[src/cca_regs.svh]
`ifndef CCA_REGS_SVH
`define CCA_REGS_SVH

// Register indices; the byte address is four times the index.
`define CCA_IDX_CONFIG      16'ha078
`define CCA_IDX_DATA0       16'ha07c
`define CCA_IDX_DATA1       16'ha07d
`define CCA_IDX_DATA2       16'ha07e
`define CCA_IDX_DATA3       16'ha07f
`define CCA_ADDR_CONFIG     32'h0002_81e0
`define CCA_ADDR_DATA0      32'h0002_81f0
`define CCA_ADDR_DATA1      32'h0002_81f4
`define CCA_ADDR_DATA2      32'h0002_81f8
`define CCA_ADDR_DATA3      32'h0002_81fc

// Configuration field positions.
`define CCA_CFG_WIDTH_HI    7
`define CCA_CFG_WIDTH_LO    6
`define CCA_CFG_REVERSE     5
`define CCA_CFG_DISCARD     4
`define CCA_CFG_SEED        3
`define CCA_CFG_MODE_HI     2
`define CCA_CFG_MODE_LO     0
`define CCA_CFG_BUSY        0

// Reset values.
`define CCA_CONFIG_RST      8'h00
`define CCA_DATA_RST        32'h0000_0000

// Default seeds and polynomials.
`define CCA_SEED_CKSUM      32'h0000_0000
`define CCA_SEED_CRC16      32'h0000_ffff
`define CCA_SEED_CRC32      32'hffff_ffff
`define CCA_POLY_CRC16A     32'h0000_8005
`define CCA_POLY_CRC16B     32'h0000_1021
`define CCA_POLY_CRC32      32'h04c1_1db7
`define CCA_MASK_8          32'h0000_00ff
`define CCA_MASK_16         32'h0000_ffff
`define CCA_MASK_32         32'hffff_ffff

`endif

[src/cca_pkg.sv]
package cca_pkg;

    // Engine mode codes as written to the mode field.
    typedef enum logic [2:0] {
        CCA_MODE_OFF   = 3'h0,
        CCA_MODE_CS8   = 3'h1,
        CCA_MODE_CS32  = 3'h2,
        CCA_MODE_CRC16A = 3'h3,
        CCA_MODE_CRC16B = 3'h4,
        CCA_MODE_CRC32 = 3'h5,
        CCA_MODE_RSVD  = 3'h6,
        CCA_MODE_CLEAR = 3'h7
    } cca_mode_t;

    // Calculation sequencer states.
    typedef enum logic [1:0] {
        CCA_ST_IDLE = 2'b01,
        CCA_ST_CALC = 2'b10
    } cca_state_t;

    // Stored configuration fields.
    typedef struct packed {
        logic [1:0] input_width_sel;
        logic       reverse;
        logic       carry_discard;
        logic       seed;
        cca_mode_t  engine_mode_sel;
    } cca_cfg_t;

endpackage

[src/cca_accel.sv]
`include "cca_regs.svh"

// Overview of operation
// - Calculation takes one cycle per byte: 8-bit one, 16-bit two, 32-bit four.
// - Width field 00/01/10/11 selects 8, 16, 24 or 32-bit input words.
// - Bit order flip 0 feeds data LSB first, 1 feeds MSB first.
// - With flip set, data is mirrored across the selected width.
// - Flip never changes result readback or seed bit order.
// - Checksum carry discard 0 adds previous carry, 1 drops it.
// - With seed entry set, a completed entry loads the running state.
// - Mode 000 disables the engine.
// - Mode 001 is 8-bit checksum, 010 is 32-bit checksum, 110 reserved.
// - Mode 011 computes CRC-16 with polynomial 0x8005.
// - Mode 100 computes CRC-16 with polynomial 0x1021.
// - Mode 101 computes CRC-32 with polynomial 0x104C11DB7.
// - Writing mode 111 clears state and restores default seed.
// - The clear command keeps the previously selected mode.
// - Busy status reads 1 while a result is incomplete.
// - Writing the lowest data byte starts calculation with held upper bytes, unless seeding or the engine is off.
// - Data byte reads return the running result, bit 31 most significant.
module cca_accel (
    input  wire logic        clk_sys_in,
    input  wire logic        rst_in,
    input  wire logic        psel_in,
    input  wire logic        penable_in,
    input  wire logic        pwrite_in,
    input  wire logic [31:0] paddr_in,
    input  wire logic [31:0] pwdata_in,
    input  wire logic [3:0]  pstrb_in,
    output logic      [31:0] prdata_out,
    output logic             pready_out,
    output logic             pslverr_out,
    output logic             busy_out
);

    cca_pkg::cca_cfg_t   cfg_reg;
    cca_pkg::cca_state_t state_reg;
    logic [23:0] upper_reg;
    logic [31:0] result_reg;
    logic        carry_reg;
    logic [31:0] word_reg;
    logic [1:0]  idx_reg;
    logic [1:0]  last_reg;
    logic        pready_reg;
    logic        pslverr_reg;
    logic [31:0] prdata_reg;

    logic        setup_phase;
    logic        addr_hit;
    logic        wr_fire;
    logic        wr_cfg;
    logic        wr_d0;
    logic        wr_d1;
    logic        wr_d2;
    logic        wr_d3;
    logic        start;
    logic        clear_cmd;
    logic        engine_on;
    logic [31:0] entry;
    logic [31:0] mask_w;
    logic [31:0] rev8;
    logic [31:0] rev16;
    logic [31:0] rev24;
    logic [31:0] rev32;
    logic [31:0] eng_word;
    logic [7:0]  cur_byte;
    logic        carry_in;
    logic [8:0]  sum9;
    logic [32:0] sum33;
    logic [31:0] crc_next;
    logic [31:0] seed_dflt;
    logic [31:0] res_mask;
    logic [7:0]  rd_byte;

    // Process one byte LSB first through a shift-left CRC register.
    function automatic logic [31:0] crc_byte(
        input logic [31:0] s_in,
        input logic [7:0]  b,
        input logic        wide,
        input logic [31:0] poly
    );
        logic [31:0] s;
        logic        fb;
        s = s_in;
        fb = 1'b0;
        for (int i = 0; i < 8; i++) begin
            fb = (wide ? s[31] : s[15]) ^ b[i];
            s = {s[30:0], 1'b0};
            if (fb) begin
                s = s ^ poly;
            end
        end
        if (!wide) begin
            s[31:16] = 16'h0000;
        end
        return s;
    endfunction

    // APB decode; every register takes one aligned word.
    assign setup_phase = psel_in && !penable_in;
    assign addr_hit = (paddr_in == `CCA_ADDR_CONFIG) || (paddr_in == `CCA_ADDR_DATA0)
                   || (paddr_in == `CCA_ADDR_DATA1) || (paddr_in == `CCA_ADDR_DATA2)
                   || (paddr_in == `CCA_ADDR_DATA3);
    assign wr_fire = psel_in && penable_in && pready_reg && pwrite_in && pstrb_in[0];
    assign wr_cfg = wr_fire && (paddr_in == `CCA_ADDR_CONFIG);
    assign wr_d0 = wr_fire && (paddr_in == `CCA_ADDR_DATA0);
    assign wr_d1 = wr_fire && (paddr_in == `CCA_ADDR_DATA1);
    assign wr_d2 = wr_fire && (paddr_in == `CCA_ADDR_DATA2);
    assign wr_d3 = wr_fire && (paddr_in == `CCA_ADDR_DATA3);

    // The engine only runs in one of the five computing modes.
    always_comb begin
        unique case (cfg_reg.engine_mode_sel)
            cca_pkg::CCA_MODE_CS8,
            cca_pkg::CCA_MODE_CS32,
            cca_pkg::CCA_MODE_CRC16A,
            cca_pkg::CCA_MODE_CRC16B,
            cca_pkg::CCA_MODE_CRC32: engine_on = 1'b1;
            default:                 engine_on = 1'b0;
        endcase
    end

    // A low byte write ends the entry; it computes unless seeding or the engine is off.
    assign clear_cmd = wr_cfg && (pwdata_in[2:0] == 3'h7);
    assign start = wr_d0 && !cfg_reg.seed && engine_on;

    // Entry word: held upper bytes with the new low byte.
    assign entry = {upper_reg, pwdata_in[7:0]};

    // Width mask for the selected input size.
    always_comb begin
        unique case (cfg_reg.input_width_sel)
            2'h0:    mask_w = `CCA_MASK_8;
            2'h1:    mask_w = `CCA_MASK_16;
            2'h2:    mask_w = 32'h00ff_ffff;
            2'h3:    mask_w = `CCA_MASK_32;
        endcase
    end

    // Mirror the entry across each possible width, one bit per slice.
    for (genvar gi = 0; gi < 32; gi++) begin : g_rev
        assign rev32[gi] = entry[31 - gi];
        if (gi < 24) begin : g_24
            assign rev24[gi] = entry[23 - gi];
        end else begin : g_24z
            assign rev24[gi] = 1'b0;
        end
        if (gi < 16) begin : g_16
            assign rev16[gi] = entry[15 - gi];
        end else begin : g_16z
            assign rev16[gi] = 1'b0;
        end
        if (gi < 8) begin : g_8
            assign rev8[gi] = entry[7 - gi];
        end else begin : g_8z
            assign rev8[gi] = 1'b0;
        end
    end

    // Engine input word after optional mirroring.
    always_comb begin
        if (!cfg_reg.reverse) begin
            eng_word = entry & mask_w;
        end else begin
            unique case (cfg_reg.input_width_sel)
                2'h0:    eng_word = rev8;
                2'h1:    eng_word = rev16;
                2'h2:    eng_word = rev24;
                2'h3:    eng_word = rev32;
            endcase
        end
    end

    // Default seed and result width per mode.
    always_comb begin
        unique case (cfg_reg.engine_mode_sel)
            cca_pkg::CCA_MODE_CRC16A,
            cca_pkg::CCA_MODE_CRC16B: begin
                seed_dflt = `CCA_SEED_CRC16;
                res_mask = `CCA_MASK_16;
            end
            cca_pkg::CCA_MODE_CRC32: begin
                seed_dflt = `CCA_SEED_CRC32;
                res_mask = `CCA_MASK_32;
            end
            cca_pkg::CCA_MODE_CS8: begin
                seed_dflt = `CCA_SEED_CKSUM;
                res_mask = `CCA_MASK_8;
            end
            default: begin
                seed_dflt = `CCA_SEED_CKSUM;
                res_mask = `CCA_MASK_32;
            end
        endcase
    end

    // Datapath of one calculation step; the byte index walks up from bit 0.
    assign cur_byte = word_reg[{idx_reg, 3'b000} +: 8];
    assign carry_in = cfg_reg.carry_discard ? 1'b0 : carry_reg;

    // Byte and whole-word sums; the top bit of each is the carry out.
    assign sum9 = {1'b0, result_reg[7:0]} + {1'b0, cur_byte} + {8'h00, carry_in};
    assign sum33 = {1'b0, result_reg} + {1'b0, word_reg} + {32'h0, carry_in};

    // Next CRC state for the selected polynomial, one byte per step.
    always_comb begin
        unique case (cfg_reg.engine_mode_sel)
            cca_pkg::CCA_MODE_CRC16A:
                crc_next = crc_byte(result_reg, cur_byte, 1'b0, `CCA_POLY_CRC16A);
            cca_pkg::CCA_MODE_CRC16B:
                crc_next = crc_byte(result_reg, cur_byte, 1'b0, `CCA_POLY_CRC16B);
            default:
                crc_next = crc_byte(result_reg, cur_byte, 1'b1, `CCA_POLY_CRC32);
        endcase
    end

    // Configuration register; a clear command keeps the old mode.
    always_ff @(posedge clk_sys_in) begin
        if (rst_in) begin
            cfg_reg <= cca_pkg::cca_cfg_t'(`CCA_CONFIG_RST);
        end else if (wr_cfg) begin
            cfg_reg.input_width_sel <= pwdata_in[`CCA_CFG_WIDTH_HI:`CCA_CFG_WIDTH_LO];
            cfg_reg.reverse <= pwdata_in[`CCA_CFG_REVERSE];
            cfg_reg.carry_discard <= pwdata_in[`CCA_CFG_DISCARD];
            cfg_reg.seed <= pwdata_in[`CCA_CFG_SEED];
            if (!clear_cmd) begin
                cfg_reg.engine_mode_sel <= cca_pkg::cca_mode_t'(pwdata_in[2:0]);
            end
        end
    end

    // Upper data bytes held until the low byte completes the entry.
    always_ff @(posedge clk_sys_in) begin
        if (rst_in) begin
            upper_reg <= 24'h000000;
        end else begin
            if (wr_d1) begin
                upper_reg[7:0] <= pwdata_in[7:0];
            end
            if (wr_d2) begin
                upper_reg[15:8] <= pwdata_in[7:0];
            end
            if (wr_d3) begin
                upper_reg[23:16] <= pwdata_in[7:0];
            end
        end
    end

    // Sequencer: one byte per cycle, width + 1 cycles in all.
    always_ff @(posedge clk_sys_in) begin
        if (rst_in) begin
            state_reg <= cca_pkg::CCA_ST_IDLE;
            idx_reg <= 2'h0;
            last_reg <= 2'h0;
            word_reg <= `CCA_DATA_RST;
        end else if (clear_cmd || (wr_d0 && !start)) begin
            state_reg <= cca_pkg::CCA_ST_IDLE;
        end else if (start) begin
            state_reg <= cca_pkg::CCA_ST_CALC;
            idx_reg <= 2'h0;
            last_reg <= cfg_reg.input_width_sel;
            word_reg <= eng_word;
        end else begin
            unique case (state_reg)
                cca_pkg::CCA_ST_IDLE: begin
                    state_reg <= cca_pkg::CCA_ST_IDLE;
                end
                cca_pkg::CCA_ST_CALC: begin
                    if (idx_reg == last_reg) begin
                        state_reg <= cca_pkg::CCA_ST_IDLE;
                    end else begin
                        idx_reg <= idx_reg + 2'h1;
                    end
                end
                default: begin
                    state_reg <= cca_pkg::CCA_ST_IDLE;  // An illegal code falls back to idle.
                end
            endcase
        end
    end

    // Running result and checksum carry.
    always_ff @(posedge clk_sys_in) begin
        if (rst_in) begin
            result_reg <= `CCA_DATA_RST;
            carry_reg <= 1'b0;
        end else if (clear_cmd) begin
            result_reg <= seed_dflt;
            carry_reg <= 1'b0;
        end else if (wr_d0 && cfg_reg.seed) begin
            result_reg <= entry & res_mask;
            carry_reg <= 1'b0;
        end else if (state_reg == cca_pkg::CCA_ST_CALC && !start) begin
            unique case (cfg_reg.engine_mode_sel)
                cca_pkg::CCA_MODE_CS8: begin
                    result_reg <= {24'h000000, sum9[7:0]};
                    carry_reg <= sum9[8];
                end
                cca_pkg::CCA_MODE_CS32: begin
                    if (idx_reg == last_reg) begin
                        result_reg <= sum33[31:0];
                        carry_reg <= sum33[32];
                    end
                end
                cca_pkg::CCA_MODE_CRC16A,
                cca_pkg::CCA_MODE_CRC16B,
                cca_pkg::CCA_MODE_CRC32: begin
                    result_reg <= crc_next;
                end
                default: begin
                    result_reg <= result_reg;
                end
            endcase
        end
    end

    // Read byte selection; data reads return the result unmirrored.
    always_comb begin
        rd_byte = 8'h00;
        if (paddr_in == `CCA_ADDR_CONFIG) begin
            rd_byte = {cfg_reg.input_width_sel, cfg_reg.reverse,
                       cfg_reg.carry_discard, cfg_reg.seed, 2'b00,
                       state_reg == cca_pkg::CCA_ST_CALC};
        end else if (paddr_in == `CCA_ADDR_DATA0) begin
            rd_byte = result_reg[7:0];
        end else if (paddr_in == `CCA_ADDR_DATA1) begin
            rd_byte = result_reg[15:8];
        end else if (paddr_in == `CCA_ADDR_DATA2) begin
            rd_byte = result_reg[23:16];
        end else if (paddr_in == `CCA_ADDR_DATA3) begin
            rd_byte = result_reg[31:24];
        end
    end

    // APB answer: registered ready, data and error, no wait states.
    always_ff @(posedge clk_sys_in) begin
        if (rst_in) begin
            pready_reg <= 1'b0;
            pslverr_reg <= 1'b0;
            prdata_reg <= 32'h0000_0000;
        end else if (setup_phase) begin
            pready_reg <= 1'b1;
            pslverr_reg <= !addr_hit;
            prdata_reg <= pwrite_in ? 32'h0000_0000 : {24'h000000, rd_byte};
        end else begin
            pready_reg <= 1'b0;
            pslverr_reg <= 1'b0;
            prdata_reg <= 32'h0000_0000;
        end
    end

    // Busy output flop mirrors the sequencer state.
    // It drops with the last byte step, so it stands for the width plus one cycles.
    always_ff @(posedge clk_sys_in) begin
        if (rst_in) begin
            busy_out <= 1'b0;
        end else begin
            busy_out <= start || (state_reg == cca_pkg::CCA_ST_CALC && idx_reg != last_reg
                                  && !clear_cmd && !wr_d0);
        end
    end

    // Bus answer ports come straight from their flops.
    assign prdata_out = prdata_reg;
    assign pready_out = pready_reg;
    assign pslverr_out = pslverr_reg;

endmodule

[config.mk]
export PLATFORM = sky130hd
export DESIGN_NAME = cca_accel
export DESIGN_NICKNAME = d
export VERILOG_FILES = /design/src/cca_pkg.sv /design/src/cca_accel.sv
export VERILOG_INCLUDE_DIRS = /design/src
export SDC_FILE = /design/constraint.sdc
export NUM_CORES = 1
export LEC_CHECK = 0
export BUFFER_PORTS_ARGS = -buffer_cell sky130_fd_sc_hd__buf_2
export CORE_AREA = 3 3 143 145
export CTS_BUF_LIST = sky130_fd_sc_hd__clkbuf_2
export CTS_CLUSTER_SIZE = 10
export DETAILED_ROUTE_END_ITERATION = 7
export DIE_AREA = 0 0 146 148
export GPL_ROUTABILITY_DRIVEN = 1
export GPL_TIMING_DRIVEN = 0
export PLACE_DENSITY = 0.69
export RECOVER_POWER = 100
export SETUP_SLACK_MARGIN = 0.4
export SLEW_MARGIN = 20
export SYNTH_ARGS = -nofsm -noshare
export SYNTH_HDL_FRONTEND = slang
export SYNTH_SLANG_ARGS = --single-unit
[constraint.sdc]
create_clock -name clk_sys_in -period 7.37 [get_ports clk_sys_in]
set_input_delay 0 -clock clk_sys_in [delete_from_list [all_inputs] [get_ports clk_sys_in]]
set_output_delay 0 -clock clk_sys_in [all_outputs]
set_load 0.02 [all_outputs]
# ---- Yosys cells after proc, flatten, opt, wreduce, memory -nomap -nowiden
# Cells that the tools add are included.
dict set report op_classes {
  addsub 5
  eq_ne 21
  shifts 1
  n_mux 72
  bitwise_logic 52
  n_reduce_logical 49
}
# cell count
set op_table {}
lappend op_table {{$mux W32} 12}
lappend op_table {{$mux W16} 22}
lappend op_table {{$pmux W32 S4} 2}
lappend op_table {{$mux W27} 8}
lappend op_table {{$pmux W32 S2} 3}
lappend op_table {{$eq A32 B18 Y1 const B} 5}
lappend op_table {{$not A14 Y14} 8}
lappend op_table {{$mux W13} 8}
lappend op_table {{$pmux W32 S3} 1}
lappend op_table {{$and A32 B32 Y32} 2}
lappend op_table {{$not A3 Y3} 16}
lappend op_table {{$mux W8} 5}
lappend op_table {{$add A32 B32 Y33} 1}
lappend op_table {{$add A33 B1 Y33} 1}
lappend op_table {{$shiftx A32 B6 Y8} 1}
lappend op_table {{$xor A1 B1 Y1} 23}
lappend op_table {{$logic_and A1 B1 Y1} 19}
lappend op_table {{$mux W2} 6}
lappend op_table {{$add A8 B8 Y9} 1}
lappend op_table {{$add A9 B1 Y9} 1}
lappend op_table {{$eq A3 B3 Y1 const B} 3}
lappend op_table {{$reduce_and A3 Y1} 3}
lappend op_table {{$reduce_or A3 Y1} 3}
lappend op_table {{$eq A2 B2 Y1 const B} 3}
lappend op_table {{22 further kinds} 43}
dict set report totals {
  ff_bits 138
  input_bits 73
  out_inout_bits 35
  wordCells 220
}

# ---- Logic depth before layout (Yosys ltp)
# Gate-level depths: netlist (run 1).
dict set report depth {
  ltp_word 29
  ltp_mapped 15
  ltp_nobuf 14
}

# ---- Least setup slack after synthesis (run 1)
# Ideal clock, no wire load.
dict set report synth_timing {
  path_kind {register to register}
  startpoint {register idx_reg[0]}
  endpoint {register result_reg[4]}
  setup_ns 0.133
  arrival_time_ns 3.201
  t_required_ns 7.237
  path_slack_ns 4.036
  stages_incl_launch_ff 15
  n_path_buf 1
  synth_period_minus_slack_ns 3.334
  cell_sequence {dfxtp_1 -> buf_6 -> mux4_2 -> inv_1 -> fa_1 -> inv_1 -> fa_1 -> a21o_1 -> a21oi_1 -> xnor2_1 -> a221oi_1 -> a21oi_1 -> a221o_1 -> a221oi_1 -> nor3_1}
}
dict set report synth_via {
  elab_chain_cells 27
  elab_cells_between_ends 63
  cone_classes {add/sub (2); eq/ne (2); shift (1); mux (41); bitwise (16); reduce/logical (1)}
}
# item line
set synth_rtl {}
lappend synth_rtl {{from (decl)} cca_accel.sv:42} ;# logic [1:0] idx_reg;
lappend synth_rtl {{from (signal assigned)} cca_accel.sv:272} ;# idx_reg <= idx_reg + 2'h1;
lappend synth_rtl {{$shiftx A32 B6 Y8} cca_accel.sv:198} ;# assign cur_byte = word_reg[{idx_reg, 3'b000} +: 8];
lappend synth_rtl {{$xor A1 B1 Y1} cca_accel.sv:87} ;# fb = (wide ? s[31] : s[15]) ^ b[i];
lappend synth_rtl {{$mux W16} cca_accel.sv:89} ;# if (fb) begin
lappend synth_rtl {{$mux W16} cca_accel.sv:207} ;# unique case (cfg_reg.engine_mode_sel)
lappend synth_rtl {{$xor A1 B1 Y1} cca_accel.sv:87}
lappend synth_rtl {{$mux W16} cca_accel.sv:89}
lappend synth_rtl {{$mux W16} cca_accel.sv:207}
lappend synth_rtl {{$xor A1 B1 Y1} cca_accel.sv:87}
lappend synth_rtl {{[11 not listed]} n/a}
lappend synth_rtl {{$mux W16} cca_accel.sv:89}
lappend synth_rtl {{$mux W16} cca_accel.sv:207}
lappend synth_rtl {{$mux W16} cca_accel.sv:89}
lappend synth_rtl {{$pmux W32 S2} cca_accel.sv:207}
lappend synth_rtl {{$pmux W32 S3} cca_accel.sv:294} ;# unique case (cfg_reg.engine_mode_sel)
lappend synth_rtl {{$mux W32} cca_accel.sv:293} ;# end else if (state_reg == cca_pkg::CCA_ST_CALC && !start) begin
lappend synth_rtl {{$mux W32} cca_accel.sv:290} ;# end else if (wr_d0 && cfg_reg.seed) begin
lappend synth_rtl {{$mux W32} cca_accel.sv:287} ;# end else if (clear_cmd) begin
lappend synth_rtl {{to (signal assigned)} cca_accel.sv:288} ;# result_reg <= seed_dflt;
lappend synth_rtl {{to (signal assigned)} cca_accel.sv:291} ;# result_reg <= entry & res_mask;
lappend synth_rtl {{to (signal assigned)} cca_accel.sv:296} ;# result_reg <= {24'h000000, sum9[7:0]};
lappend synth_rtl {{to (decl)} cca_accel.sv:39} ;# logic [31:0] result_reg;
# Several ways; a longest one is shown, not always the timed one. The select of a mux whose other input is x is not followed.
# A chain may end at the register's enable or synchronous reset.

# ---- Worst setup path in the final report (run 1)
dict set report layout_timing {
  startpoint {input port paddr_in[28]}
  endpoint {register result_reg[31]}
}
dict set report layout_via {
  elab_chain_cells 8
  elab_cells_between_ends 16
  cone_classes {eq/ne (3); mux (2); reduce/logical (11)}
}
# item line
set layout_rtl {}
lappend layout_rtl {{from (decl)} cca_accel.sv:27} ;# input wire logic [31:0] paddr_in,
lappend layout_rtl {{$eq A32 B18 Y1 (no line)} n/a}
lappend layout_rtl {{$logic_and A1 B1 Y1} cca_accel.sv:106} ;# assign wr_d0 = wr_fire && (paddr_in == `CCA_ADDR_DATA0);
lappend layout_rtl {{$logic_and A1 B1 Y1 (2 in a row)} cca_accel.sv:125} ;# assign start = wr_d0 && !cfg_reg.seed && engine_on;
lappend layout_rtl {{$logic_not A1 Y1} cca_accel.sv:293}
lappend layout_rtl {{$logic_and A1 B1 Y1} cca_accel.sv:293}
lappend layout_rtl {{$reduce_bool A3 Y1 (no line)} n/a}
lappend layout_rtl {{$reduce_and A3 Y1 (no line)} n/a}
lappend layout_rtl {{to (signal assigned)} cca_accel.sv:291}
lappend layout_rtl {{to (signal assigned)} cca_accel.sv:296}
lappend layout_rtl {{to (signal assigned)} cca_accel.sv:301} ;# result_reg <= sum33[31:0];
# Several ways; a longest one is shown, not always the timed one.

==> flow_metrics.py, run 1 <==
metrics = {
    "outcome": {
        "outcome": "finished, violations left",
        "violations": "negative hold slack",
    },
    "timing": {
        "slew_headroom": 0.0553,
        "fin_setup_tns_ps": 0,
        "final_worst_path_period_share": 0.679,
        "period_minus_slack_ps": 5000,
        "setup_violations": 0,
        "report.final.hold_viol_count": 1,
        "final.hold.worst_slack_ps": -19.6,
        "skew_ps": 46.1,
        "timing_worst_slew_pin_value_ps": 1380,
        "rsz0062_at_grt": "false",
        "drv_slew": 0,
        "clock.fmax_mhz": 200,
    },
    "cells_and_area": {
        "utilization": 0.563,
        "nNetsFinal": 1449,
        "syn_to_final_growth_pct": 12.9,
        "drive_gt1_frac": 0.116,
    },
    "logic_synthesis": {
        "yosys.area_share.adder": 0.0576,
        "synth-compound-area-share": 0.228,
        "cell_area_after_synthesis_um2": 9640,
        "share_of_synthesized_cell_area_in_and_or_nand_and_nor_gates": 0.192,
        "synth-edff-count": 0,
        "yosysUniqueCellTypes": 72,
        "synth_top_cells_by_count": "sky130_fd_sc_hd__a21oi_1, sky130_fd_sc_hd__nor2_1, sky130_fd_sc_hd__dfxtp_1",
        "yosys_warnings": 0,
        "synth_flop_cell": "sky130_fd_sc_hd__dfxtp_1",
        "synthXorXnorAreaFrac": 0.142,
        "synth-seq-area-share": 0.237,
        "cell_count_after_synthesis": 1204,
        "async_flop_share": 0,
        "synth_top_area_share": 0.237,
        "synth_top_family_by_area": "compound AO/OA/AOI/OAI gates",
        "seq_cells_post_synth": 114,
        "yosys-mux-area-fraction": 0.0880,
        "netlist.top_cell.by_area": "sky130_fd_sc_hd__dfxtp_1",
        "yosys.cell_count.top_type": "sky130_fd_sc_hd__a21oi_1",
        "syn_area_per_cell_um2": 8.00,
        "top_post_synthesis_cells_by_area": "sky130_fd_sc_hd__dfxtp_1, sky130_fd_sc_hd__a21oi_1, sky130_fd_sc_hd__xnor2_1",
    },
    "clock_tree": {
        "cts.clk_slew.worst_paths_ps": 240,
        "cts_buffers": 17,
        "clock_latency_ps": 760,
        "cts.root.buffer_cell": "sky130_fd_sc_hd__clkbuf_2",
        "tritoncts": "built",
        "number_of_buffers_on_the_longest_clock_path": 2,
        "cts_sinks": 114,
        "h-tree-depth": 4,
        "post_cts_resize_count": 0,
    },
    "power_and_ir_drop": {
        "cellInternalPower_uw": 753,
        "combPwrFrac": 0.078,
        "power.clock.fraction": 0.372,
        "power.ir.vdd_worst_mv": 0.111,
        "p_per_area_nw_per_um2": 103,
        "power.sequential.fraction": 0.550,
        "switching_part_of_the_total": 0.331,
        "p_leak_uw": 0.00393,
        "switchingPower_uw": 373,
    },
    "global_route": {
        "groute.usage.overall": 0.358,
        "maximum_number_of_pins_on_one_net_before_global_route_repair": 17,
        "antenna_found_initial": 2,
        "grt-ovfl-total": 0,
        "grt_pass1_vias": 9647,
        "grt_first_pass_wirelength_um": 58800,
    },
    "setup_path": {
        "worstPathArrival_ps": 5660,
        "cp-start-kind": "primary input",
        "setup_slack_of_the_most_critical_reg_to_reg_path_ps": 2910,
        "worstSetupEndpointType": "flop",
        "critPathKind": "primary input to flop",
        "endpoint_of_the_lowest_slack_register_to_register_path": "result_reg[31]",
        "worstPathCellList": "dlygate4sd3_1 -> buf_2 -> nor4_1 -> dlygate4sd3_1 -> nand3_1 -> dlygate4sd3_1 -> nor4b_1 -> nor2_1 -> o21ai_0 -> o21ai_0 -> clkbuf_1 -> a221oi_1 -> o22ai_1 -> a41o_1",
        "cp_peak_stage_delay_ps": 780,
        "r2r_start": "idx_reg[1]",
        "cp.required_ps": 8030,
        "worst_path_max_delay_cell": "sky130_fd_sc_hd__o21ai_0",
        "critical_path.max_fanout": 10,
        "ff2ff_path_depth": 11,
        "critical-path-top-cell-by-count": "sky130_fd_sc_hd__dlygate4sd3_1",
    },
    "detailed_routing": {
        "route.final.wire_length_um": 39600,
        "drtPass1Iterations": 7,
        "viasPerCell": 6.40,
        "num_vias": 10300,
        "drc": 0,
        "routed_len_inst_um": 24.5,
        "final_antenna_net_count": 0,
        "drt_first_iter_violations": 1417,
    },
    "floorplan": {
        "die_w_um": 146,
        "die_area_um2": 21600,
        "top_level_ports": 108,
        "core-area_um2": 19300,
        "die_h_um": 148,
        "number_of_rows_in_the_core_area": 51,
        "starting_density_of_the_core": 0.498,
    },
    "placement": {
        "dp_hpwl_um": 29800,
        "gp_routability_congestion": 1.06,
        "numPortBuffers": 50,
    },
    "hold_path": {
        "whs_path_depth": 6,
        "hp-start": "paddr_in[14]",
        "hold_path.class": "primary input to flop",
        "hold_end": "prdata_out[0]",
    },
    "job": {
        "timing.max_cap.violations": 0,
    },
}
-- worst max-delay path by stage --
stage / start / to / slack, ps / depth (start not counted)
floorplan: idx_reg[0] / result_reg[4] / 4040 / 14
global placement: carry_reg / carry_reg / 3420 / 14
detailed placement: carry_reg / carry_reg / 3390 / 14
CTS: carry_reg / carry_reg / 3360 / 14
global route: paddr_in[28] / result_reg[30] / 2230 / 14
finish: paddr_in[28] / result_reg[31] / 2370 / 14
-- per-stage QoR --
step | cell area [µm²] | power [µW] | worst slack [ps] | cells
2_1_floorplan | 9720 | 676 | 4040 | 1227
3_3_place_gp | 10300 | 705 | 3420 | 1542
3_5_place_dp | 10300 | 705 | 3390 | 1542
4_1_cts | 10900 | 1110 | 3360 | 1612
5_1_grt | 10900 | 1150 | 2230 | 1616
6_report | 10900 | 1130 | 2370 | 1617
-- area by class of cell --
type,instances,area [µm²]
Inverter,20,75.1
Clock inverter,14,121
Sequential cell,114,2280
Antenna cell,5,12.5
Tap cell,265,332
Timing Repair Buffer,88,616
Buffer,94,457
Clock buffer,18,90.1
Fill cell,1838,8460
Multi-Input combinational cell,999,6890
-- placed cells by master, fill, tap and decap left out, types with 6 or more instances in the layout --
cell type / Yosys / final
sky130_fd_sc_hd__xnor2_2: 15 / 15
sky130_fd_sc_hd__a2111oi_0: 8 / 8
sky130_fd_sc_hd__a221oi_1: 12 / 12
sky130_fd_sc_hd__o22ai_1: 20 / 20
sky130_fd_sc_hd__xor2_1: 36 / 36
sky130_fd_sc_hd__or3_1: 7 / 7
sky130_fd_sc_hd__buf_4: 25 / 25
sky130_fd_sc_hd__ha_1: 38 / 38
sky130_fd_sc_hd__o2111ai_1: 8 / 8
sky130_fd_sc_hd__nor2b_1: 12 / 12
sky130_fd_sc_hd__o221ai_1: 9 / 9
sky130_fd_sc_hd__xnor2_4: 8 / 8
sky130_fd_sc_hd__dlygate4sd3_1: 0 / 38
sky130_fd_sc_hd__clkbuf_1: 64 / 78
sky130_fd_sc_hd__mux2_2: 14 / 14
sky130_fd_sc_hd__a221o_1: 18 / 18
sky130_fd_sc_hd__buf_2: 4 / 40
sky130_fd_sc_hd__nand2b_1: 25 / 25
sky130_fd_sc_hd__mux2i_1: 51 / 51
sky130_fd_sc_hd__inv_6: 0 / 6
sky130_fd_sc_hd__and3_1: 9 / 9
sky130_fd_sc_hd__dfxtp_1: 114 / 114
sky130_fd_sc_hd__a22oi_1: 7 / 7
sky130_fd_sc_hd__clkbuf_2: 0 / 18
sky130_fd_sc_hd__inv_1: 20 / 20
sky130_fd_sc_hd__a21oi_1: 141 / 141
sky130_fd_sc_hd__nand2_1: 95 / 95
sky130_fd_sc_hd__nor3_1: 45 / 45
sky130_fd_sc_hd__xnor2_1: 65 / 65
sky130_fd_sc_hd__a21o_1: 7 / 7
sky130_fd_sc_hd__conb_1: 1 / 24
sky130_fd_sc_hd__nor4_1: 6 / 6
sky130_fd_sc_hd__nor2_1: 139 / 139
sky130_fd_sc_hd__a31oi_1: 8 / 8
sky130_fd_sc_hd__a211oi_1: 14 / 14
sky130_fd_sc_hd__o21ai_0: 46 / 48
sky130_fd_sc_hd__nand3_1: 22 / 22
sky130_fd_sc_hd__mux4_2: 8 / 8
-- critical path: cells and delay by family --
kind	cells	cell delay [ps]
buf+inv	5	2340
compound gates	5	2090
simple gates	4	1210
-- cell families after synthesis --
family | count (synthesis)
AO/OA/AOI/OAI | 342
XOR/XNOR | 125
adder cells (fa/ha/maj) | 42
buffers and inverters | 114
flip-flops | 114
multiplexers | 73
other | 1
AND/OR/NAND/NOR | 393
-- repair_timing --
| item | CTS | global route |
|---|---|---|
| hold endpoints to repair | 42 | 0 |
| buffers inserted | 0 | 0 |
| hold buffers | 38 | 0 |
-- power by group through the flow --
stage / clock network [µW] / logic [µW] / registers [µW]
3_5_place_dp: 0 / 74.4 / 630
2_1_floorplan: 0 / 44.8 / 631
5_1_grt: 440 / 92.5 / 619
4_1_cts: 412 / 84.3 / 618
6_report: 419 / 88.1 / 619
3_3_place_gp: 0 / 74.4 / 630
-- routing by layer --
metal  up-vias  track usage  wire length, µm
li1       4605            -                -
met1      4807        0.455            15000
met4         0        0.208             2850
met2       745        0.554            17100
met3       190       0.0904             4670
met5         -            0                0
(Power assumes the default switching activity.)
==> inputs of run 2 (changes only) <==
--- a/config.mk
+++ b/config.mk
@@ -14,7 +14,7 @@
 export DIE_AREA = 0 0 146 148
 export GPL_ROUTABILITY_DRIVEN = 1
 export GPL_TIMING_DRIVEN = 0
-export PLACE_DENSITY = 0.69
+export PLACE_DENSITY = 0.72
 export RECOVER_POWER = 100
 export SETUP_SLACK_MARGIN = 0.4
 export SLEW_MARGIN = 20
==> constraint.sdc (replaced) <==
create_clock -name clk_sys_in -period 4.14 [get_ports clk_sys_in]
set_input_delay 0 -clock clk_sys_in [delete_from_list [all_inputs] [get_ports clk_sys_in]]
set_output_delay 0 -clock clk_sys_in [all_outputs]
set_load 0.02 [all_outputs]
==> run 2 against run 1 <==
  * The flow finishes with violations (design-rule violations, max-capacitance violations, max-slew violations)
  * First-iteration DRC count is 0.85% lower
  * Clock skew is 5.8 ps higher
  * Utilization is 0.60 points higher
  * Largest power group unchanged
  * Highest routed layer unchanged
==> flow_metrics.py, run 2 (same netlist as run 1, synthesis figures left out) <==
metrics = {
    "outcome": {
        "outcome": "finished, violations left",
        "violations": "design-rule violations, max-capacitance violations, max-slew violations",
    },
    "timing": {
        "drv_slew": 4,
        "setup_violations": 0,
        "timing_worst_slew_pin_value_ps": 1600,
        "rsz0062_at_grt": "true",
        "slew_headroom": -0.0924,
        "final_worst_path_period_share": 0.932,
        "skew_ps": 51.9,
        "period_minus_slack_ps": 3860,
        "clock.fmax_mhz": 259,
        "report.final.hold_viol_count": 0,
        "fin_setup_tns_ps": 0,
    },
    "detailed_routing": {
        "routed_len_inst_um": 23.6,
        "final_antenna_net_count": 0,
        "num_vias": 10400,
        "drc": 3,
        "viasPerCell": 6.43,
        "drtPass1Iterations": 8,
        "drt_first_iter_violations": 1405,
        "route.final.wire_length_um": 38300,
    },
    "global_route": {
        "grt_pass1_vias": 9697,
        "grt_first_pass_wirelength_um": 56700,
        "maximum_number_of_pins_on_one_net_before_global_route_repair": 17,
        "grtUsageMet1": 0.431,
        "antenna_found_initial": 1,
        "groute.usage.overall": 0.342,
        "grtUsageMet3": 0.0956,
        "gr-usage-met2": 0.520,
        "grt-ovfl-total": 0,
        "global_route.peak_usage_layer": "met2",
    },
    "cells_and_area": {
        "post-route-cell-area_um2": 11000,
        "final_cell_mix": "sky130_fd_sc_hd__a21oi_1, sky130_fd_sc_hd__nor2_1, sky130_fd_sc_hd__dfxtp_1",
        "syn_to_final_growth_pct": 14.1,
        "nNetsFinal": 1457,
        "drive_gt1_frac": 0.125,
        "final_common_cell": "sky130_fd_sc_hd__a21oi_1",
    },
    "floorplan": {
        "top_level_ports": 108,
        "core-area_um2": 19300,
        "number_of_rows_in_the_core_area": 51,
        "die_h_um": 148,
        "die_w_um": 146,
        "die_area_um2": 21600,
        "starting_density_of_the_core": 0.498,
    },
    "setup_path": {
        "worstSetupEndpointType": "flop",
        "critPathKind": "primary input to flop",
        "cp-start-kind": "primary input",
        "cp.required_ps": 4760,
        "critical_path.max_fanout": 10,
        "worstPathArrival_ps": 4480,
    },
    "placement": {
        "dp_hpwl_um": 28900,
        "gp_routability_congestion": 1.11,
        "placement.cell_area_um2": 10300,
        "numPortBuffers": 50,
    },
    "power_and_ir_drop": {
        "p_leak_uw": 0.00401,
        "power.ir.vdd_worst_mv": 0.245,
        "p_per_area_nw_per_um2": 183,
    },
    "clock_tree": {
        "cts_buffers": 17,
        "clock_latency_ps": 750,
        "cts.root.buffer_cell": "sky130_fd_sc_hd__clkbuf_2",
        "tritoncts": "built",
        "cts_sinks": 114,
        "h-tree-depth": 4,
        "cts.clk_slew.worst_paths_ps": 230,
        "number_of_buffers_on_the_longest_clock_path": 2,
    },
    "hold_path": {
        "hold_path.class": "primary input to flop",
    },
    "job": {
        "timing.max_cap.violations": 1,
    },
}
==> run 2: repair_timing <==
action                     CTS  global route
hold endpoints to repair    51             0
setup endpoints to repair   10            22
resized for setup            4            13
buffers inserted             1             3
pin swaps                    0             2
hold buffers                42             0
==> run 2: power by group <==
| group | internal [µW] | total [µW] | switching (µW) |
|---|---|---|---|
| combinational | 62.6 | 159 | 96.2 |
| clock | 234 | 753 | 519 |
| sequential | 1100 | 1100 | 0.315 |
| total | 1400 | 2010 | 615 |
==> run 2: metal layers <==
layer	part of all wire	vias to the layer above
li1	-	4636
met1	0.36	4799
met2	0.42	781
met3	0.15	202
met4	0.071	0
met5	0	-
==> run 2: through the flow <==
stage | hold WS, ps | setup WS (ps) | power [µW] | utilization | cells
5_1_grt | 78.6 | 216 | 2070 | 0.569 | 1621
4_1_cts | 20.0 | 432 | 2010 | 0.568 | 1617
6_report | 86.1 | 281 | 2010 | 0.569 | 1621
2_1_floorplan | 183 | 806 | 1200 | - | 1227
3_5_place_dp | 343 | 2.37 | 1250 | 0.533 | 1542
3_3_place_gp | 339 | 84.6 | 1250 | 0.533 | 1542
==> run 2: cell type report <==
| class | count | area [µm²] |
|---|---|---|
| clock buffer | 17 | 85.1 |
| sequential | 114 | 2280 |
| timing repair buffer | 96 | 686 |
| inverter | 20 | 75.1 |
| multi-input combinational | 999 | 6930 |
| fill | 1813 | 8340 |
| antenna | 1 | 2.50 |
| tap | 265 | 332 |
| buffer | 94 | 458 |
| clock inverter | 15 | 148 |
==> run 2: worst max-delay path: stages <==
cell and delay (ps):
sky130_fd_sc_hd__dlygate4sd3_1 540, sky130_fd_sc_hd__buf_2 120, sky130_fd_sc_hd__nor4b_1 290, sky130_fd_sc_hd__dlygate4sd3_1 590, sky130_fd_sc_hd__nand4_1 280, sky130_fd_sc_hd__nor4b_1 780
sky130_fd_sc_hd__nor2_1 260, sky130_fd_sc_hd__o21ai_2 300, sky130_fd_sc_hd__o21ai_2 290, sky130_fd_sc_hd__clkbuf_1 310, sky130_fd_sc_hd__a221oi_1 380, sky130_fd_sc_hd__o22ai_1 130
sky130_fd_sc_hd__a41o_1 220
==> run 2: final timing paths <==
| check | startpoint | endpoint | slack [ps] | cells after the start |
|---|---|---|---|---|
| max | paddr_in[9] | result_reg[31] | 280 | 13 |
| min | pstrb_in[0] | result_reg[1] | 90 | 6 |
| max reg2reg | idx_reg[0] | result_reg[4] | 500 | 14 |
| min reg2reg | last_reg[0] | last_reg[0] | 480 | 2 |
==> inputs of run 3 (changes only) <==
--- a/config.mk
+++ b/config.mk
@@ -14,7 +14,7 @@
 export DIE_AREA = 0 0 146 148
 export GPL_ROUTABILITY_DRIVEN = 1
 export GPL_TIMING_DRIVEN = 0
-export PLACE_DENSITY = 0.72
+export PLACE_DENSITY_LB_ADDON = 0.05
 export RECOVER_POWER = 100
 export SETUP_SLACK_MARGIN = 0.4
 export SLEW_MARGIN = 20
==> run 3 against run 2 <==
  * The run now ends clean
  * Critical path type is now flop to flop
  * First-iteration DRC count decreased by 26%
  * Sequential power about the same
  * Sequential share of layout area is 0.069 points higher
  * Worst hold slack lost 5.5 ps
  * Cell area down 0.33%
  * Clock skew rose by 1.9 ps
  * Sequential cell count unchanged
  * Setup slack improved by 11 ps
  * Clock-buffer cell count stayed put
  * Via count is 1.6% lower
  * Die area unchanged
==> flow_metrics.py, run 3 (same netlist as run 1, synthesis figures left out) <==
metrics = {
    "setup_path": {
        "worstPathCellList": "buf_8 -> mux4_2 -> inv_1 -> fa_1 -> inv_1 -> fa_1 -> a21o_1 -> a21oi_1 -> xnor2_2 -> a221oi_1 -> a21oi_1 -> a221o_1 -> a221oi_2 -> nor3_1",
        "critical_path.max_fanout": 10,
        "cp-start-kind": "flop",
        "worstPathArrival_ps": 4520,
        "worst_path_max_delay_cell": "sky130_fd_sc_hd__mux4_2",
        "worstSetupEndpointType": "flop",
        "cp_peak_stage_delay_ps": 570,
        "cp.required_ps": 4810,
        "critical_path.n_buffers_inverters": 3,
        "worstSetupStartpoint": "idx_reg[0]",
        "cp_top_family": "compound AO/OA/AOI/OAI gates",
        "critPathKind": "flop to flop",
        "r2r_start": "idx_reg[0]",
    },
    "floorplan": {
        "die_h_um": 148,
        "number_of_rows_in_the_core_area": 51,
        "die_w_um": 146,
        "top_level_ports": 108,
        "die_area_um2": 21600,
        "starting_density_of_the_core": 0.498,
        "core-area_um2": 19300,
    },
    "cells_and_area": {
        "syn_to_final_growth_pct": 13.7,
        "utilization": 0.567,
        "drive_gt1_frac": 0.122,
        "final_cell_mix": "sky130_fd_sc_hd__a21oi_1, sky130_fd_sc_hd__nor2_1, sky130_fd_sc_hd__dfxtp_1",
        "final_common_cell": "sky130_fd_sc_hd__a21oi_1",
        "nNetsFinal": 1449,
    },
    "detailed_routing": {
        "route.final.wire_length_um": 40600,
        "viasPerCell": 6.35,
        "drc": 0,
        "routed_len_inst_um": 25.1,
        "num_vias": 10200,
        "final_antenna_net_count": 0,
        "drt_first_iter_violations": 1045,
        "drtPass1Iterations": 8,
    },
    "clock_tree": {
        "cts_buffers": 17,
        "cts.clk_slew.worst_paths_ps": 250,
        "clock_latency_ps": 780,
        "cts.root.buffer_cell": "sky130_fd_sc_hd__clkbuf_2",
        "tritoncts": "built",
        "h-tree-depth": 4,
        "cts_sinks": 114,
        "number_of_buffers_on_the_longest_clock_path": 2,
    },
    "power_and_ir_drop": {
        "p_leak_uw": 0.00401,
        "combPwrFrac": 0.072,
        "switching_part_of_the_total": 0.298,
        "report.power.total_uw": 2140,
        "cellInternalPower_uw": 1500,
        "switchingPower_uw": 638,
        "power.clock.fraction": 0.414,
        "p_per_area_nw_per_um2": 195,
        "power.sequential.fraction": 0.514,
        "power.ir.vdd_worst_mv": 0.148,
    },
    "timing": {
        "period_minus_slack_ps": 3850,
        "report.final.hold_viol_count": 0,
        "skew_ps": 53.9,
        "final_worst_path_period_share": 0.930,
        "timing_worst_slew_pin_value_ps": 1310,
        "finalWorstSetupSlack_ps": 292,
        "clock.fmax_mhz": 260,
        "final.hold.worst_slack_ps": 80.6,
        "fin_setup_tns_ps": 0,
        "drv_slew": 0,
        "slew_headroom": 0.101,
        "setup_violations": 0,
        "rsz0062_at_grt": "true",
    },
    "global_route": {
        "grt_first_pass_wirelength_um": 60200,
        "grt-ovfl-total": 0,
        "maximum_number_of_pins_on_one_net_before_global_route_repair": 17,
        "antenna_found_initial": 4,
        "groute.usage.overall": 0.370,
        "grt_pass1_vias": 9581,
    },
    "placement": {
        "numPortBuffers": 50,
        "dp_hpwl_um": 30800,
        "dp_slack_ps": 29.1,
        "gp_routability_congestion": 1.01,
    },
    "hold_path": {
        "hp-start": "rst_in",
        "hold_path.class": "primary input to flop",
    },
    "job": {
        "timing.max_cap.violations": 0,
    },
    "outcome": {
        "outcome": "finished clean",
    },
}
## run 3: changes by cell type in the layout (fill, tap and decap cells not counted), sizes merged, moves of 2 or more
cell | previous run | this run
dlygate4sd3 | 42 | 36
bufinv | 1 | 3
clkinv | 4 | 6
clkinvlp | 3 | 1
inv | 27 | 25
## run 3: power groups by stage
stage	combinational (µW)	clock, µW	sequential [µW]
6_report	154	886	1100
4_1_cts	148	882	1100
2_1_floorplan	79.7	0	1120
5_1_grt	163	921	1100
3_5_place_dp	132	0	1120
3_3_place_gp	131	0	1120
## run 3: tightest hold or removal path: stages
cell and delay, ps:
sky130_fd_sc_hd__clkbuf_1 610, sky130_fd_sc_hd__a211o_1 170, sky130_fd_sc_hd__a21oi_1 30
## run 3: per-layer routing
layer  vias to the layer above  share of wire  track usage
li1                       4634              -            -
met1                      4809           0.40        0.477
met2                       643           0.43        0.576
met3                       158           0.11       0.0852
met4                         4          0.063        0.198
met5                         -        0.00081            0
## run 3: layout make-up
| cell class | instances | area [µm²] |
|---|---|---|
| fill | 1899 | 8380 |
| sequential | 114 | 2280 |
| clock buffer | 17 | 85.1 |
| timing repair buffer | 88 | 611 |
| antenna | 2 | 5.00 |
| buffer | 94 | 462 |
| multi-input combinational | 999 | 6930 |
| tap | 265 | 332 |
| inverter | 20 | 75.1 |
| clock inverter | 15 | 176 |
## run 3: final timing paths
kind	endpoint	slack, ps	cells past startpoint
setup reg to reg	result_reg[4]	290	14
hold / removal	result_reg[26]	80	3
hold reg to reg	last_reg[1]	490	2
setup / recovery	result_reg[4]	290	14
## run 3: metrics by stage
| stage | cells | area [µm²] |
|---|---|---|
| floorplan | 1227 | 9720 |
| global placement | 1542 | 10300 |
| detailed placement | 1542 | 10300 |
| CTS | 1611 | 11000 |
| global route | 1614 | 11000 |
| finish | 1614 | 11000 |
## run 3: timing repair
item                                   CTS  global route
hold buffers                            36             0
resized for setup                        4            15
endpoints found under the hold margin   57             0
pin swaps                                0             1
buffers inserted                         1             1
setup endpoints to repair               13            18
